--- config.mk ---
export PLATFORM = sky130hd
export DESIGN_NAME = brk_seq
export DESIGN_NICKNAME = d
export VERILOG_FILES = /design/src/pkg/brk_pkg.sv /design/src/rtl/brk_seq.sv
export VERILOG_INCLUDE_DIRS = /design/src /design/src/pkg
export SDC_FILE = /design/constraint.sdc
export NUM_CORES = 2
export LEC_CHECK = 0
export BUFFER_PORTS_ARGS = -buffer_cell sky130_fd_sc_hd__buf_2
export CAP_MARGIN = 15
export CELL_PAD_IN_SITES_DETAIL_PLACEMENT = 0
export CELL_PAD_IN_SITES_GLOBAL_PLACEMENT = 1
export CORE_MARGIN = 2
export CORE_UTILIZATION = 32
export CTS_BUF_LIST = sky130_fd_sc_hd__clkbuf_8
export DETAILED_ROUTE_END_ITERATION = 10
export GPL_TIMING_DRIVEN = 0
export PLACE_DENSITY = 0.61
export SETUP_SLACK_MARGIN = 0.02
export SKIP_LAST_GASP = 1
export SLEW_MARGIN = 20
export SYNTH_ARGS = -nofsm -noshare
export SYNTH_HDL_FRONTEND = slang
export SYNTH_SLANG_ARGS = --single-unit
--- constraint.sdc ---
create_clock -name clk -period 216.5 [get_ports clk]
set_input_delay 32.475 -clock clk [delete_from_list [all_inputs] [get_ports clk]]
set_output_delay 32.475 -clock clk [all_outputs]
set_load 0.01 [all_outputs]
--- src/pkg/brk_consts.svh ---
// Constants of the braking and power-up run sequencer
// Overview of operation
// [RULE_01] Sel 0: power-up run refused until cycled
// [RULE_02] Refused power-up run flashes indicator fast
// [RULE_03] Sel 1: power-up run starts after start-up
// [RULE_04] Power-up select is 0 or 1, resets 0
// [RULE_05] Stop threshold only for ramp-to-stop method
// [RULE_06] DC injection for IM, phase short for PM
// [RULE_07] Ramp stop brakes below start frequency
// [RULE_08] Threshold is larger of start and minimum
// [RULE_09] Minimum frequency 0-400 Hz, clamped to maximum
// [RULE_10] Injection current 0-75 percent, default 50
// [RULE_11] Injection above 50 percent forces 1 kHz
// [RULE_12] Start injection time 0-10 s, 0 disables
// [RULE_13] Stop injection time 0-10 s, default 0.5
// [RULE_14] Flux boost 0-1000 percent, default 0
// [RULE_15] Flux boost below minimum, during start injection
// [RULE_16] Phase short ties all three phases, PM only
// [RULE_17] Start phase short 0-25.5 s, default 0
// [RULE_18] Stop phase short 0-25.5 s, default 0.5
// [RULE_19] DC stop time scales ten times freq ratio
// [RULE_20] Timer end: output off, or run after start
`ifndef BRK_CONSTS_SVH
`define BRK_CONSTS_SVH
`define BRK_CLK_NS        5
`define BRK_TICK_NS       10000000
`define BRK_TICK_CYCLES   (`BRK_TICK_NS / `BRK_CLK_NS)
`define BRK_FLASH_TICKS   8'h0A
`define BRK_A_CTRL        6'h00
`define BRK_A_BRKFREQ     6'h04
`define BRK_A_MINFREQ     6'h08
`define BRK_A_MAXFREQ     6'h0C
`define BRK_A_INJLVL      6'h10
`define BRK_A_INJSTART    6'h14
`define BRK_A_INJSTOP     6'h18
`define BRK_A_FLUX        6'h1C
`define BRK_A_SCSTART     6'h20
`define BRK_A_SCSTOP      6'h24
`define BRK_A_STATUS      6'h28
`define BRK_MAX_BRKFREQ   16'h0064
`define BRK_MAX_FREQ_LIM  16'h0FA0
`define BRK_MAX_INJLVL    16'h004B
`define BRK_CARRIER_LVL   16'h0032
`define BRK_MAX_INJTIME   16'h03E8
`define BRK_MAX_FLUX      16'h03E8
`define BRK_MAX_SCTIME    16'h09F6
`define BRK_RST_BRKFREQ   16'h0005
`define BRK_RST_MINFREQ   16'h000F
`define BRK_RST_MAXFREQ   16'h0258
`define BRK_RST_INJLVL    16'h0032
`define BRK_RST_INJTIME   16'h0032
`define BRK_RST_SCSTART   16'h0000
`define BRK_RST_SCSTOP    16'h0032
`define BRK_RST_FLUX      16'h0000
`define BRK_STOP_SCALE    32'h0000000A
`define BRK_CTRL_SEL      0
`define BRK_CTRL_METH_LO  1
`define BRK_CTRL_MODE_LO  3
`endif

--- src/pkg/brk_pkg.sv ---
// Types of the braking and power-up run sequencer
package brk_pkg;
  // Sequencer states, Gray along the usual path
  typedef enum logic [2:0] {
    BRK_PWRUP   = 3'h0,
    BRK_IDLE    = 3'h1,
    BRK_STARTB  = 3'h3,
    BRK_RUN     = 3'h2,
    BRK_RAMP    = 3'h6,
    BRK_STOPB   = 3'h7,
    BRK_LOCKOUT = 3'h4
  } brk_state_type;
  // Control modes
  typedef enum logic [1:0] {
    BRK_VF = 2'h0, BRK_VECTOR = 2'h1, BRK_MAGNET = 2'h2, BRK_RSVD = 2'h3
  } brk_mode_type;
  // Power stage commands
  typedef struct packed {
    logic       drive_on;
    logic       ramp_down;
    logic       dc_inject;
    logic       phase_short;
    logic       carrier_1k;
    logic       flux_boost;
    logic [6:0] inj_level;
    logic [9:0] flux_level;
    logic       run_led;
  } brk_out_type;
endpackage : brk_pkg

--- src/rtl/brk_seq.sv ---
// Braking and power-up run sequencer with Avalon-MM registers
//
// Design decisions made here: the Avalon-MM slave port and the address map.
`timescale 1ns/10ps
`include "brk_consts.svh"
module brk_seq #(
  parameter int TICK_CYCLES = `BRK_TICK_CYCLES  // 10 ms timebase
) (
  input  wire logic                 clk,
  input  wire logic                 arst_n,
  input  wire logic [5:0]           avs_address,
  input  wire logic                 avs_read,
  input  wire logic                 avs_write,
  input  wire logic [3:0]           avs_byteenable,
  input  wire logic [31:0]          avs_writedata,
  output logic      [31:0]          avs_readdata,
  output logic                      avs_waitrequest,
  input  wire logic                 run_pin,
  input  wire logic                 startup_done,
  input  wire logic [15:0]          output_freq,
  output brk_pkg::brk_out_type      stage
);
  // ----------------------------------------------------------
  // Helpers
  // ----------------------------------------------------------
  // Limit a written value to its range
  function automatic logic [15:0] clampv(input logic [31:0] v,
                                          input logic [15:0] lim);
    clampv = (v > {16'h0000, lim}) ? lim : v[15:0];
  endfunction : clampv

  // Stop injection ticks from frequency ratio
  function automatic logic [15:0] dc_stop_ticks(input logic [15:0] t,
                                                input logic [15:0] f,
                                                input logic [15:0] fm);
    logic [31:0] p;
    p = {16'h0000, t} * `BRK_STOP_SCALE * {16'h0000, f};
    if (fm == 16'h0000) begin
      dc_stop_ticks = t;
    end else begin
      p = p / {16'h0000, fm};
      dc_stop_ticks = (p > 32'h0000FFFF) ? 16'hFFFF : p[15:0];
    end
  endfunction : dc_stop_ticks

  // ----------------------------------------------------------
  // Settings
  // ----------------------------------------------------------
  logic                  pwr_sel_r;     // Power-up run accept
  logic [1:0]            meth_r;        // Stopping method
  brk_pkg::brk_mode_type mode_r;        // Control mode
  logic [15:0]           brkfreq_r;     // Brake start, 0.1 Hz
  logic [15:0]           minfreq_r;     // Minimum output, 0.1 Hz
  logic [15:0]           maxfreq_r;     // Maximum output, 0.1 Hz
  logic [15:0]           injlvl_r;      // Injection current, %
  logic [15:0]           injstart_r;    // Start injection, 10 ms
  logic [15:0]           injstop_r;     // Stop injection, 10 ms
  logic [15:0]           flux_r;        // Flux boost, %
  logic [15:0]           scstart_r;     // Start phase short, 10 ms
  logic [15:0]           scstop_r;      // Stop phase short, 10 ms
  // Bus
  logic                  ack_r;         // Second cycle of access
  logic                  wr_go;         // Write commits now
  // Sequencer
  logic                  run_m_r;       // Sync stage one
  logic                  run_s_r;       // Synchronised run
  brk_pkg::brk_state_type st_r;
  brk_pkg::brk_state_type st_nxt;
  logic [15:0]           tmr_r;         // Brake timer, ticks
  logic [15:0]           tmr_nxt;
  logic                  tmr_ld;
  logic [31:0]           tick_cnt_r;
  logic                  tick;          // 10 ms pulse
  logic [7:0]            flash_cnt_r;
  logic                  flash_tgl;     // Fast flash edge
  logic                  led_r;
  logic                  pm;            // Magnet motor mode
  logic [15:0]           thr;           // Effective stop threshold
  logic                  flux_on;
  logic [15:0]           start_t;       // Start brake time for this motor
  logic [15:0]           stop_t;        // Stop brake time for this motor

  assign pm  = (mode_r == brk_pkg::BRK_MAGNET);
  assign start_t = pm ? scstart_r : injstart_r;  // [RULE_06]
  assign stop_t  = pm ? scstop_r : injstop_r;
  // Larger of start frequency and minimum
  assign thr = (brkfreq_r < minfreq_r) ? minfreq_r : brkfreq_r;  // [RULE_08]

  // ----------------------------------------------------------
  // Avalon-MM slave, one wait state
  // ----------------------------------------------------------
  // Access held one cycle so readdata is registered
  assign avs_waitrequest = (avs_read | avs_write) & ~ack_r;
  assign wr_go = avs_write & ack_r & (avs_byteenable == 4'hF);

  // Acknowledge toggle
  always_ff @(posedge clk or negedge arst_n) begin
    if (!arst_n) begin
      ack_r <= 1'b0;
    end else begin
      ack_r <= (avs_read | avs_write) & ~ack_r;
    end
  end

  // Read mux, unmapped reads zero
  always_ff @(posedge clk or negedge arst_n) begin
    if (!arst_n) begin
      avs_readdata <= 32'h00000000;
    end else if (avs_read & ~ack_r) begin
      case (avs_address)
        `BRK_A_CTRL:     avs_readdata <= {27'h0, mode_r, meth_r, pwr_sel_r};
        `BRK_A_BRKFREQ:  avs_readdata <= {16'h0, brkfreq_r};
        `BRK_A_MINFREQ:  avs_readdata <= {16'h0, minfreq_r};
        `BRK_A_MAXFREQ:  avs_readdata <= {16'h0, maxfreq_r};
        `BRK_A_INJLVL:   avs_readdata <= {16'h0, injlvl_r};
        `BRK_A_INJSTART: avs_readdata <= {16'h0, injstart_r};
        `BRK_A_INJSTOP:  avs_readdata <= {16'h0, injstop_r};
        `BRK_A_FLUX:     avs_readdata <= {16'h0, flux_r};
        `BRK_A_SCSTART:  avs_readdata <= {16'h0, scstart_r};
        `BRK_A_SCSTOP:   avs_readdata <= {16'h0, scstop_r};
        `BRK_A_STATUS:   avs_readdata <= {11'h0, tmr_r, run_s_r, led_r, st_r};
        default:         avs_readdata <= 32'h00000000;
      endcase
    end
  end

  // Setting writes, out-of-range values clamp
  always_ff @(posedge clk or negedge arst_n) begin
    if (!arst_n) begin
      pwr_sel_r  <= 1'b0;                                 // [RULE_04]
      meth_r     <= 2'h0;
      mode_r     <= brk_pkg::BRK_VF;
      brkfreq_r  <= `BRK_RST_BRKFREQ;                     // [RULE_07]
      minfreq_r  <= `BRK_RST_MINFREQ;
      maxfreq_r  <= `BRK_RST_MAXFREQ;
      injlvl_r   <= `BRK_RST_INJLVL;                      // [RULE_10]
      injstart_r <= `BRK_RST_INJTIME;                     // [RULE_12]
      injstop_r  <= `BRK_RST_INJTIME;                     // [RULE_13]
      flux_r     <= `BRK_RST_FLUX;                        // [RULE_14]
      scstart_r  <= `BRK_RST_SCSTART;                     // [RULE_17]
      scstop_r   <= `BRK_RST_SCSTOP;                      // [RULE_18]
    end else if (wr_go) begin
      case (avs_address)
        `BRK_A_CTRL: begin
          pwr_sel_r <= avs_writedata[`BRK_CTRL_SEL];      // [RULE_04]
          meth_r    <= avs_writedata[`BRK_CTRL_METH_LO +: 2];
          mode_r    <= brk_pkg::brk_mode_type'(avs_writedata[`BRK_CTRL_MODE_LO +: 2]);
        end
        `BRK_A_BRKFREQ:  brkfreq_r  <= clampv(avs_writedata, `BRK_MAX_BRKFREQ);
        // Minimum never above maximum
        `BRK_A_MINFREQ:  minfreq_r  <= clampv(avs_writedata, maxfreq_r);   // [RULE_09]
        `BRK_A_MAXFREQ: begin
          maxfreq_r <= clampv(avs_writedata, `BRK_MAX_FREQ_LIM);
          if ({16'h0, minfreq_r} > avs_writedata) begin
            minfreq_r <= clampv(avs_writedata, `BRK_MAX_FREQ_LIM);         // [RULE_09]
          end
        end
        `BRK_A_INJLVL:   injlvl_r   <= clampv(avs_writedata, `BRK_MAX_INJLVL);  // [RULE_10]
        `BRK_A_INJSTART: injstart_r <= clampv(avs_writedata, `BRK_MAX_INJTIME); // [RULE_12]
        `BRK_A_INJSTOP:  injstop_r  <= clampv(avs_writedata, `BRK_MAX_INJTIME); // [RULE_13]
        `BRK_A_FLUX:     flux_r     <= clampv(avs_writedata, `BRK_MAX_FLUX);    // [RULE_14]
        `BRK_A_SCSTART:  scstart_r  <= clampv(avs_writedata, `BRK_MAX_SCTIME);  // [RULE_17]
        `BRK_A_SCSTOP:   scstop_r   <= clampv(avs_writedata, `BRK_MAX_SCTIME);  // [RULE_18]
        default: ;
      endcase
    end
  end

  // ----------------------------------------------------------
  // Run input synchroniser and timebase
  // ----------------------------------------------------------
  // Run comes from a terminal, two flops first
  always_ff @(posedge clk or negedge arst_n) begin
    if (!arst_n) begin
      run_m_r <= 1'b0;
      run_s_r <= 1'b0;
    end else begin
      run_m_r <= run_pin;
      run_s_r <= run_m_r;
    end
  end

  // 10 ms tick divider
  always_ff @(posedge clk or negedge arst_n) begin
    if (!arst_n) begin
      tick_cnt_r <= 32'h00000000;
    end else if (tick) begin
      tick_cnt_r <= 32'h00000000;
    end else begin
      tick_cnt_r <= tick_cnt_r + 32'h00000001;
    end
  end
  assign tick = (tick_cnt_r == 32'(TICK_CYCLES - 1));

  // Fast flash divider, free running on ticks
  always_ff @(posedge clk or negedge arst_n) begin
    if (!arst_n) begin
      flash_cnt_r <= 8'h00;
    end else if (tick) begin
      flash_cnt_r <= flash_tgl ? 8'h00 : flash_cnt_r + 8'h01;
    end
  end
  assign flash_tgl = tick && (flash_cnt_r == `BRK_FLASH_TICKS - 8'h01);

  // ----------------------------------------------------------
  // Sequencer
  // ----------------------------------------------------------
  // Next state and timer load
  always_comb begin
    st_nxt  = st_r;
    tmr_ld  = 1'b0;
    tmr_nxt = 16'h0000;
    case (st_r)
      brk_pkg::BRK_PWRUP: begin
        // Decide only once start-up is complete
        if (startup_done) begin
          if (run_s_r && !pwr_sel_r) begin
            st_nxt = brk_pkg::BRK_LOCKOUT;                // [RULE_01]
          end else if (run_s_r) begin
            // Zero start time means no start brake at all
            st_nxt  = (start_t == 16'h0000) ? brk_pkg::BRK_RUN :
                      brk_pkg::BRK_STARTB;                       // [RULE_03]
            tmr_ld  = 1'b1;
            tmr_nxt = start_t;
          end else begin
            st_nxt = brk_pkg::BRK_IDLE;
          end
        end
      end
      brk_pkg::BRK_LOCKOUT: begin
        // Release of run ends refusal
        if (!run_s_r) begin
          st_nxt = brk_pkg::BRK_IDLE;                     // [RULE_01]
        end
      end
      brk_pkg::BRK_IDLE: begin
        if (run_s_r) begin
          // No one-clock brake pulse when the time is zero
          st_nxt  = (start_t == 16'h0000) ? brk_pkg::BRK_RUN :
                    brk_pkg::BRK_STARTB;                         // [RULE_12] [RULE_17]
          tmr_ld  = 1'b1;
          tmr_nxt = start_t;                                     // [RULE_06]
        end
      end
      brk_pkg::BRK_STARTB: begin
        // Zero time passes straight to run
        if (tmr_r == 16'h0000) begin
          st_nxt = brk_pkg::BRK_RUN;                      // [RULE_20]
        end
      end
      brk_pkg::BRK_RUN: begin
        if (!run_s_r) begin
          if (meth_r == 2'h0) begin
            st_nxt = brk_pkg::BRK_RAMP;                   // [RULE_05]
          end else if (meth_r == 2'h2 && !pm) begin
            st_nxt  = brk_pkg::BRK_STOPB;
            tmr_ld  = 1'b1;
            tmr_nxt = dc_stop_ticks(injstop_r, output_freq, maxfreq_r);  // [RULE_19]
          end else begin
            st_nxt = brk_pkg::BRK_IDLE;
          end
        end
      end
      brk_pkg::BRK_RAMP: begin
        if (run_s_r) begin
          st_nxt = brk_pkg::BRK_RUN;
        end else if (output_freq < thr) begin
          st_nxt  = (stop_t == 16'h0000) ? brk_pkg::BRK_IDLE :
                    brk_pkg::BRK_STOPB;                          // [RULE_07] [RULE_18]
          tmr_ld  = 1'b1;
          tmr_nxt = stop_t;                                      // [RULE_06]
        end
      end
      brk_pkg::BRK_STOPB: begin
        if (tmr_r == 16'h0000) begin
          st_nxt = brk_pkg::BRK_IDLE;                     // [RULE_20]
        end
      end
      default: st_nxt = brk_pkg::BRK_PWRUP;
    endcase
  end

  // State register
  always_ff @(posedge clk or negedge arst_n) begin
    if (!arst_n) begin
      st_r <= brk_pkg::BRK_PWRUP;
    end else begin
      st_r <= st_nxt;
    end
  end

  // Brake timer, counts down on ticks
  always_ff @(posedge clk or negedge arst_n) begin
    if (!arst_n) begin
      tmr_r <= 16'h0000;
    end else if (tmr_ld) begin
      tmr_r <= tmr_nxt;
    end else if (tick && tmr_r != 16'h0000) begin
      tmr_r <= tmr_r - 16'h0001;
    end
  end

  // Run indicator: fast flash while refusing
  always_ff @(posedge clk or negedge arst_n) begin
    if (!arst_n) begin
      led_r <= 1'b0;
    end else if (st_r == brk_pkg::BRK_LOCKOUT) begin
      led_r <= flash_tgl ? ~led_r : led_r;                // [RULE_02]
    end else begin
      led_r <= (st_r != brk_pkg::BRK_IDLE) && (st_r != brk_pkg::BRK_PWRUP);
    end
  end

  // Flux boost only under induction start injection
  assign flux_on = (st_nxt == brk_pkg::BRK_STARTB) && !pm &&
                   (output_freq < minfreq_r) && (flux_r != 16'h0000);  // [RULE_15]

  // ----------------------------------------------------------
  // Power stage outputs, registered
  // ----------------------------------------------------------
  // Outputs follow next state so they line up with st_r
  always_ff @(posedge clk or negedge arst_n) begin
    if (!arst_n) begin
      stage <= '0;
    end else begin
      stage.drive_on    <= (st_nxt == brk_pkg::BRK_RUN) ||
                           (st_nxt == brk_pkg::BRK_RAMP);
      stage.ramp_down   <= (st_nxt == brk_pkg::BRK_RAMP);
      // Braking states pick current or phase short
      stage.dc_inject   <= !pm && ((st_nxt == brk_pkg::BRK_STARTB) ||
                           (st_nxt == brk_pkg::BRK_STOPB));            // [RULE_06]
      stage.phase_short <= pm && ((st_nxt == brk_pkg::BRK_STARTB) ||
                           (st_nxt == brk_pkg::BRK_STOPB));            // [RULE_16]
      // High injection current overheats at full carrier
      stage.carrier_1k  <= (injlvl_r > `BRK_CARRIER_LVL);              // [RULE_11]
      stage.flux_boost  <= flux_on;                                    // [RULE_15]
      stage.inj_level   <= injlvl_r[6:0];                              // [RULE_10]
      stage.flux_level  <= flux_on ? flux_r[9:0] : 10'h000;            // [RULE_14]
      // Refusal shows only the flash, no steady blip on entry
      stage.run_led     <= (st_nxt == brk_pkg::BRK_LOCKOUT) ? led_r :
                           (st_nxt != brk_pkg::BRK_IDLE) && (st_nxt != brk_pkg::BRK_PWRUP);
    end
  end

  // ----------------------------------------------------------
  // Assertions
  // ----------------------------------------------------------
  property p_refuse;
    @(posedge clk) disable iff (!arst_n)
    (st_r == brk_pkg::BRK_PWRUP && startup_done && run_s_r && !pwr_sel_r)
      |=> (st_r == brk_pkg::BRK_LOCKOUT) && !stage.drive_on && !stage.dc_inject;
  endproperty
  a_refuse: assert property (p_refuse) else $error("power-up run not refused"); // [RULE_01]

  property p_flash;
    @(posedge clk) disable iff (!arst_n)
    (st_r == brk_pkg::BRK_LOCKOUT && flash_tgl) |=> (led_r != $past(led_r));
  endproperty
  a_flash: assert property (p_flash) else $error("indicator did not flash"); // [RULE_02]

  property p_accept;
    @(posedge clk) disable iff (!arst_n)
    (st_r == brk_pkg::BRK_PWRUP && startup_done && run_s_r && pwr_sel_r &&
     start_t != 16'h0000)
      |=> (st_r == brk_pkg::BRK_STARTB) ##[0:1] (st_r != brk_pkg::BRK_LOCKOUT);
  endproperty
  a_accept: assert property (p_accept) else $error("power-up run not accepted"); // [RULE_03]

  property p_ramp;
    @(posedge clk) disable iff (!arst_n)
    (st_r == brk_pkg::BRK_RUN && !run_s_r && meth_r == 2'h0)
      |=> (st_r == brk_pkg::BRK_RAMP) && stage.ramp_down;
  endproperty
  a_ramp: assert property (p_ramp) else $error("ramp stop not entered"); // [RULE_05]

  property p_brake_kind;
    @(posedge clk) disable iff (!arst_n)
    (stage.dc_inject |-> !pm) and (stage.phase_short |-> pm);
  endproperty
  a_brake_kind: assert property (p_brake_kind) else $error("wrong brake kind"); // [RULE_06]

  property p_thresh;
    @(posedge clk) disable iff (!arst_n)
    (st_r == brk_pkg::BRK_RAMP && !run_s_r && output_freq < brkfreq_r &&
     output_freq < minfreq_r && stop_t != 16'h0000) |=> (st_r == brk_pkg::BRK_STOPB);
  endproperty
  a_thresh: assert property (p_thresh) else $error("stop braking late"); // [RULE_08]

  property p_minclamp;
    @(posedge clk) disable iff (!arst_n)
    minfreq_r <= maxfreq_r;
  endproperty
  a_minclamp: assert property (p_minclamp) else $error("minimum above maximum"); // [RULE_09]

  property p_carrier;
    @(posedge clk) disable iff (!arst_n)
    $changed(injlvl_r) |-> ##1 (stage.carrier_1k == ($past(injlvl_r) > `BRK_CARRIER_LVL));
  endproperty
  a_carrier: assert property (p_carrier) else $error("carrier not forced"); // [RULE_11]

  property p_flux;
    @(posedge clk) disable iff (!arst_n)
    stage.flux_boost |-> (st_r == brk_pkg::BRK_STARTB) && stage.dc_inject;
  endproperty
  a_flux: assert property (p_flux) else $error("flux boost outside start"); // [RULE_15]

  property p_timer_end;
    @(posedge clk) disable iff (!arst_n)
    (st_r == brk_pkg::BRK_STOPB && tmr_r == 16'h0000)
      |=> (st_r == brk_pkg::BRK_IDLE) && !stage.dc_inject && !stage.phase_short;
  endproperty
  a_timer_end: assert property (p_timer_end) else $error("braking did not end"); // [RULE_20]

endmodule : brk_seq

Word level (Yosys, flattened, before mapping)
Index checks and enable logic that the tools add are counted.
{"block": "classes", "n_addsub": 3, "multipliers": 2, "div_mod_pow": 1, "n_lt_le_gt_ge": 12, "n_eq_ne": 30, "muxes": 55, "bitwise": 7, "n_reduce_logical": 38}
{"operator": "$mux 16", "n": 22}
{"operator": "$pmux 21 s11", "n": 1}
{"operator": "$gt 32x12->1 const B", "n": 2}
{"operator": "$gt 32x7->1 const B", "n": 2}
{"operator": "$logic_not 16->1", "n": 4}
{"operator": "$pmux 16 s4", "n": 1}
{"operator": "$lt 16x16->1", "n": 3}
{"operator": "$mux 3", "n": 12}
{"operator": "$add 32x1->32 const B", "n": 1}
{"operator": "$div 32x16->32", "n": 1}
{"operator": "$eq 32x21->1 const B", "n": 1}
{"operator": "$gt 16x32->1", "n": 1}
{"operator": "$gt 32x10->1 const B", "n": 1}
{"operator": "$gt 32x16->1", "n": 1}
{"operator": "$gt 32x16->1 const B", "n": 1}
{"operator": "$mux 32", "n": 1}
{"operator": "$pmux 16 s2", "n": 1}
{"operator": "$reduce_bool 16->1", "n": 2}
{"operator": "$mul 19x16->31", "n": 1}
{"operator": "$eq 6x5->1 const B", "n": 4}
{"operator": "$pmux 3 s7", "n": 1}
{"operator": "$mul 16x3->19 const B", "n": 1}
{"operator": "$eq 3x3->1 const B", "n": 6}
{"operator": "$eq 6x6->1 const B", "n": 3}
{"operator": "30 further kinds", "n": 74}
{"block": "totals", "ff_bits": 268, "input_bits": 64, "out_inout_bits": 57}

Logic depth before layout (Yosys ltp)
{"block": "logic_depth", "ltp_word": 13, "depth_mapped": 513, "ltp_nobuf": 476}

Worst setup path after synthesis
Ideal clock, no wire load.
{"block": "synth_timing", "path_kind": "input to register", "start": "input output_freq[8]", "end": "register tmr_r[0]", "setup_time_ns": 0.133, "t_arrival_ns": 126.569, "t_required_ns": 216.367, "path_slack_ns": 89.798, "path_stages": 480, "path_buffers": 48, "path_cell_list": "clkbuf_1 -> buf_1 -> nand2_1 -> fa_1 -> inv_1 -> fa_1 -> inv_1 -> fa_1 -> inv_1 -> fa_1 -> fa_1 -> inv_1 -> fa_1 -> inv_1 -> ha_1 -> buf_2 -> nand4_1 -> nor3_1 -> (+444 left out) -> nand2_1 -> o21ai_1 -> ha_1 -> a21o_1 -> a21o_1 -> a21oi_1 -> nor2_1 -> a211oi_1 -> o21ai_0 -> a21oi_1 -> nor2b_1 -> o21ai_0 -> nand2b_1 -> a211oi_1 -> and4b_1 -> o221ai_1 -> nor2_1 -> a32oi_1"}
{"block": "synth_via", "elab_chain_len": 10, "word_cells_on_any_way": 17, "cone_classes": "mul (1); div (1); order compare (2); mux (12); reduce/logical (1)"}
{"element": "start, declared", "line": "brk_seq.sv:20", "text": "input wire logic [15:0] output_freq,"}
{"element": "$mul 19x16->31", "line": "brk_seq.sv:37", "text": "p = {16'h0000, t} * `BRK_STOP_SCALE * {16'h0000, f};"}
{"element": "$div 32x16->32", "line": "brk_seq.sv:41", "text": "p = p / {16'h0000, fm};"}
{"element": "$gt 32x16->1", "line": "brk_seq.sv:42", "text": "dc_stop_ticks = (p > 32'h0000FFFF) ? 16'hFFFF : p[15:0];"}
{"element": "$mux 16", "line": "brk_seq.sv:42"}
{"element": "$mux 16", "line": "brk_seq.sv:38", "text": "if (fm == 16'h0000) begin"}
{"element": "$mux 16", "line": "brk_seq.sv:255", "text": "end else if (meth_r == 2'h2 && !pm) begin"}
{"element": "$mux 16", "line": "brk_seq.sv:253", "text": "if (meth_r == 2'h0) begin"}
{"element": "$mux 16", "line": "brk_seq.sv:252", "text": "if (!run_s_r) begin"}
{"element": "$pmux 16 s4", "line": "brk_seq.sv:213", "text": "case (st_r)"}
{"element": "$mux 16", "line": "brk_seq.sv:296", "text": "end else if (tmr_ld) begin"}
{"element": "end signal, assigned", "line": "brk_seq.sv:297", "text": "tmr_r <= tmr_nxt;"}
{"element": "end signal, assigned", "line": "brk_seq.sv:299", "text": "tmr_r <= tmr_r - 16'h0001;"}
{"element": "end, declared", "line": "brk_seq.sv:69", "text": "logic [15:0] tmr_r;"}
Parallel ways exist; a longest one is shown, timed or not.
A chain may end at the register's enable or synchronous reset.

Worst setup path in the final report
{"block": "layout_timing", "start": "input output_freq[9]", "end": "register tmr_r[0]"}
Same word-level chain as after synthesis.

==> qor.yml <==
die_x_um: 384.0
cts_max_level: 2
synth-seq-area-share_pct: 13.97
worst_pin_slew_ns: 1.156
crit_arrival_ns: 149.27
syn_avg_cell_area_um2: 7.948
fmax_ghz: 0.006718
finalWirelength_um: 169500
synth.distinct_cells: 128
rows: 139
setup_viol: 0
crit_family: "compound AO/OA/AOI/OAI gates"
syn_area_um2: 46220
startpoint_type: "primary input"
crit_slowest_cell: "nor4_2"
synth_edf_count: 0
num_io_pins: 121
rsz0062_at_grt: "false"
firstDrtPassIters: 6
slew_viol_final: 0
holdPathEnd: "run_s_r"
cp.required_ns: 216.92
finalClockSkew_ns: 0.07268
cts_tree: "yes"
fp.dieArea_um2: 147500
post-route-drc-count: 0
finalCritPeriodShare_pct: 68.76
final_antenna_net_count: 0
path_class: "primary input to register"
grt_usage_pct: 22.55
yosys_register_bits: 257
drt_iter0_drc: 3338
clk_pin_slew_worst_paths_ns: 0.06
routed_via_density: 5.555
grt_pass1_wl_um: 260300
areaGrowthSynthToFinish_pct: 9.188
rrSetupSlack_ns: 96.82
die_h_um: 384.0
wl_per_cell_um: 21.38
nNetsFinal: 6875
r2r-end: "tmr_r[0]"
cts.path.max_buffers: 3
path_common_cell: "o21a_1"
worstPathMaxFanout: 10
worst-path-buf-inv: 58
drive_gt1_share_pct: 8.418
yosysWarnings: 0
async_flop_share_pct: 100.0
cpPeakStageDelay_ns: 0.94
min_period_ns: 148.85
post_cts_buffers: 0
reg2reg_depth: 487
syn_inst: 5815
io_buffers: 109
grt_pass1_vias: 42590
cts_root_buf: "clkbuf_8"
hp-class: "register to register"
design.core.area_um2: 143500
worstSetupEndpointType: "register"
status: "completed"
cts_made_buffers: 42
hpwl_um: 139000
clkSinkCount: 257
vias: 44030
gp_congestion: 0.9718
ctsResizeCount: 0
grt_antenna_before_repair: 10
worstHoldPathCells: 0
yosys_most_used_dff: "dfrtp_1"
slew_headroom_pct: 22.35
hold_violations: 0
clk_latency_ns: 0.64
start_util_pct: 32.21
global_route.overflow_total: 0
final.setup.tns_ns: 0
grt_max_degree: 93
cap_violations: 0
holdBufCountCts: 0
hp-start: "run_m_r"
r2r_start: "injstop_r[3]"
final cells by class:
class                      instances  area, um2
inverter                         415       1563
tap                             1903       2381
clock buffer                      54      743.2
timing repair buffer             123      833.3
buffer                           213      953.4
antenna                            1      2.502
clock inverter                    21      216.5
fill                           15260      93020
multi-input combinational       4940      37310
sequential                       257       6459
cells in the mapped netlist, drive strengths merged (70+ instances only):
library cell / n / share of area [%]
xor2: 86 / 1.6
a21o: 114 / 1.9
nand2: 685 / 5.6
a21oi: 305 / 3.4
nand4: 70 / 0.97
nor3: 258 / 2.8
fa: 232 / 10
o31ai: 140 / 2.3
mux2: 109 / 2.7
o21a: 212 / 3.4
nand3: 98 / 1.1
xnor2: 178 / 3.4
nor2: 408 / 3.3
ha: 587 / 16
inv: 415 / 3.4
dfrtp: 235 / 13
clkbuf: 148 / 1.2
and2: 203 / 2.7
o21ai: 308 / 3.4
mux2i: 89 / 1.9
stage by stage:
| step | instances | utilization, % | hold WS, ns | worst slack [ns] | cell area [um2] |
|---|---|---|---|---|---|
| 2_1_floorplan | 5825 | - | 0.3312 | 89.80 | 46250 |
| 3_3_place_gp | 7837 | 34.28 | 0.3433 | 67.79 | 49180 |
| 3_5_place_dp | 7851 | 34.50 | 0.3594 | 67.81 | 49500 |
| 4_1_cts | 7926 | 35.17 | 0.3755 | 67.94 | 50460 |
| 5_1_grt | 7927 | 35.17 | 0.3870 | 57.70 | 50460 |
| 6_report | 7927 | 35.17 | 0.3780 | 67.65 | 50460 |
worst max-delay path by stage:
stage / start / endpoint / slack (ns) / depth (start not counted)
2_1_floorplan: output_freq[8] / tmr_r[0] / 89.80 / 480
3_3_place_gp: output_freq[7] / tmr_r[0] / 67.79 / 477
3_5_place_dp: output_freq[7] / tmr_r[0] / 67.81 / 480
4_1_cts: output_freq[7] / tmr_r[0] / 67.94 / 476
5_1_grt: output_freq[7] / tmr_r[0] / 57.70 / 476
6_report: output_freq[9] / tmr_r[0] / 67.65 / 480
state kept, by name, indices dropped and copies added, names as in the netlist:
name	count
st_r	3
scstop_r	16
ack_r	1
tick_cnt_r	32
mode_r	2
injstart_r	16
injlvl_r	16
meth_r	2
flash_cnt_r	8
injstop_r	16
stage	24
maxfreq_r	16
pwr_sel_r	1
scstart_r	16
brkfreq_r	16
led_r	1
minfreq_r	16
run_m_r	1
run_s_r	1
flux_r	16
avs_readdata	21
tmr_r	16
routing by layer:
layer	GRT usage [%]	part of all wire, %	vias up	routed length (um)
li1	-	-	21310	-
met5	0.3574	0.084	-	143
met2	35.56	44	1012	74300
met4	3.907	2.0	12	3329
met3	2.821	5.0	183	8530
met1	33.00	49	21510	83200
layout by cell type (no fill, tap or decap), types with 54 or more instances in the layout:
master and count:
nand2_1 685, ha_1 587, nor2_1 406, inv_1 404
a21oi_1 300, o21ai_0 283, nor3_1 254, dfrtp_1 235
fa_1 232, o21a_1 211, and2_1 202, xnor2_1 177
clkbuf_1 147, o31ai_1 136, buf_2 131, a21o_1 114
mux2_2 109, nand3_1 96, mux2i_1 88, xor2_1 85
nand4_1 68, nand2b_1 68, a31oi_1 64, nor4_1 60
nor2b_1 56, clkbuf_8 54
cell families after synthesis:
group / share of synthesized area (%)
mux: 4.640
simple gates: 22.24
fa+ha+maj: 25.98
other cells: 0.008114
flops: 13.97
compound gates: 22.68
xor+xnor: 5.035
buf+inv: 5.433
Power is left out: the tool's default activity adds up to more than one toggle a clock period on the data nets, which glitch-free logic cannot reach.
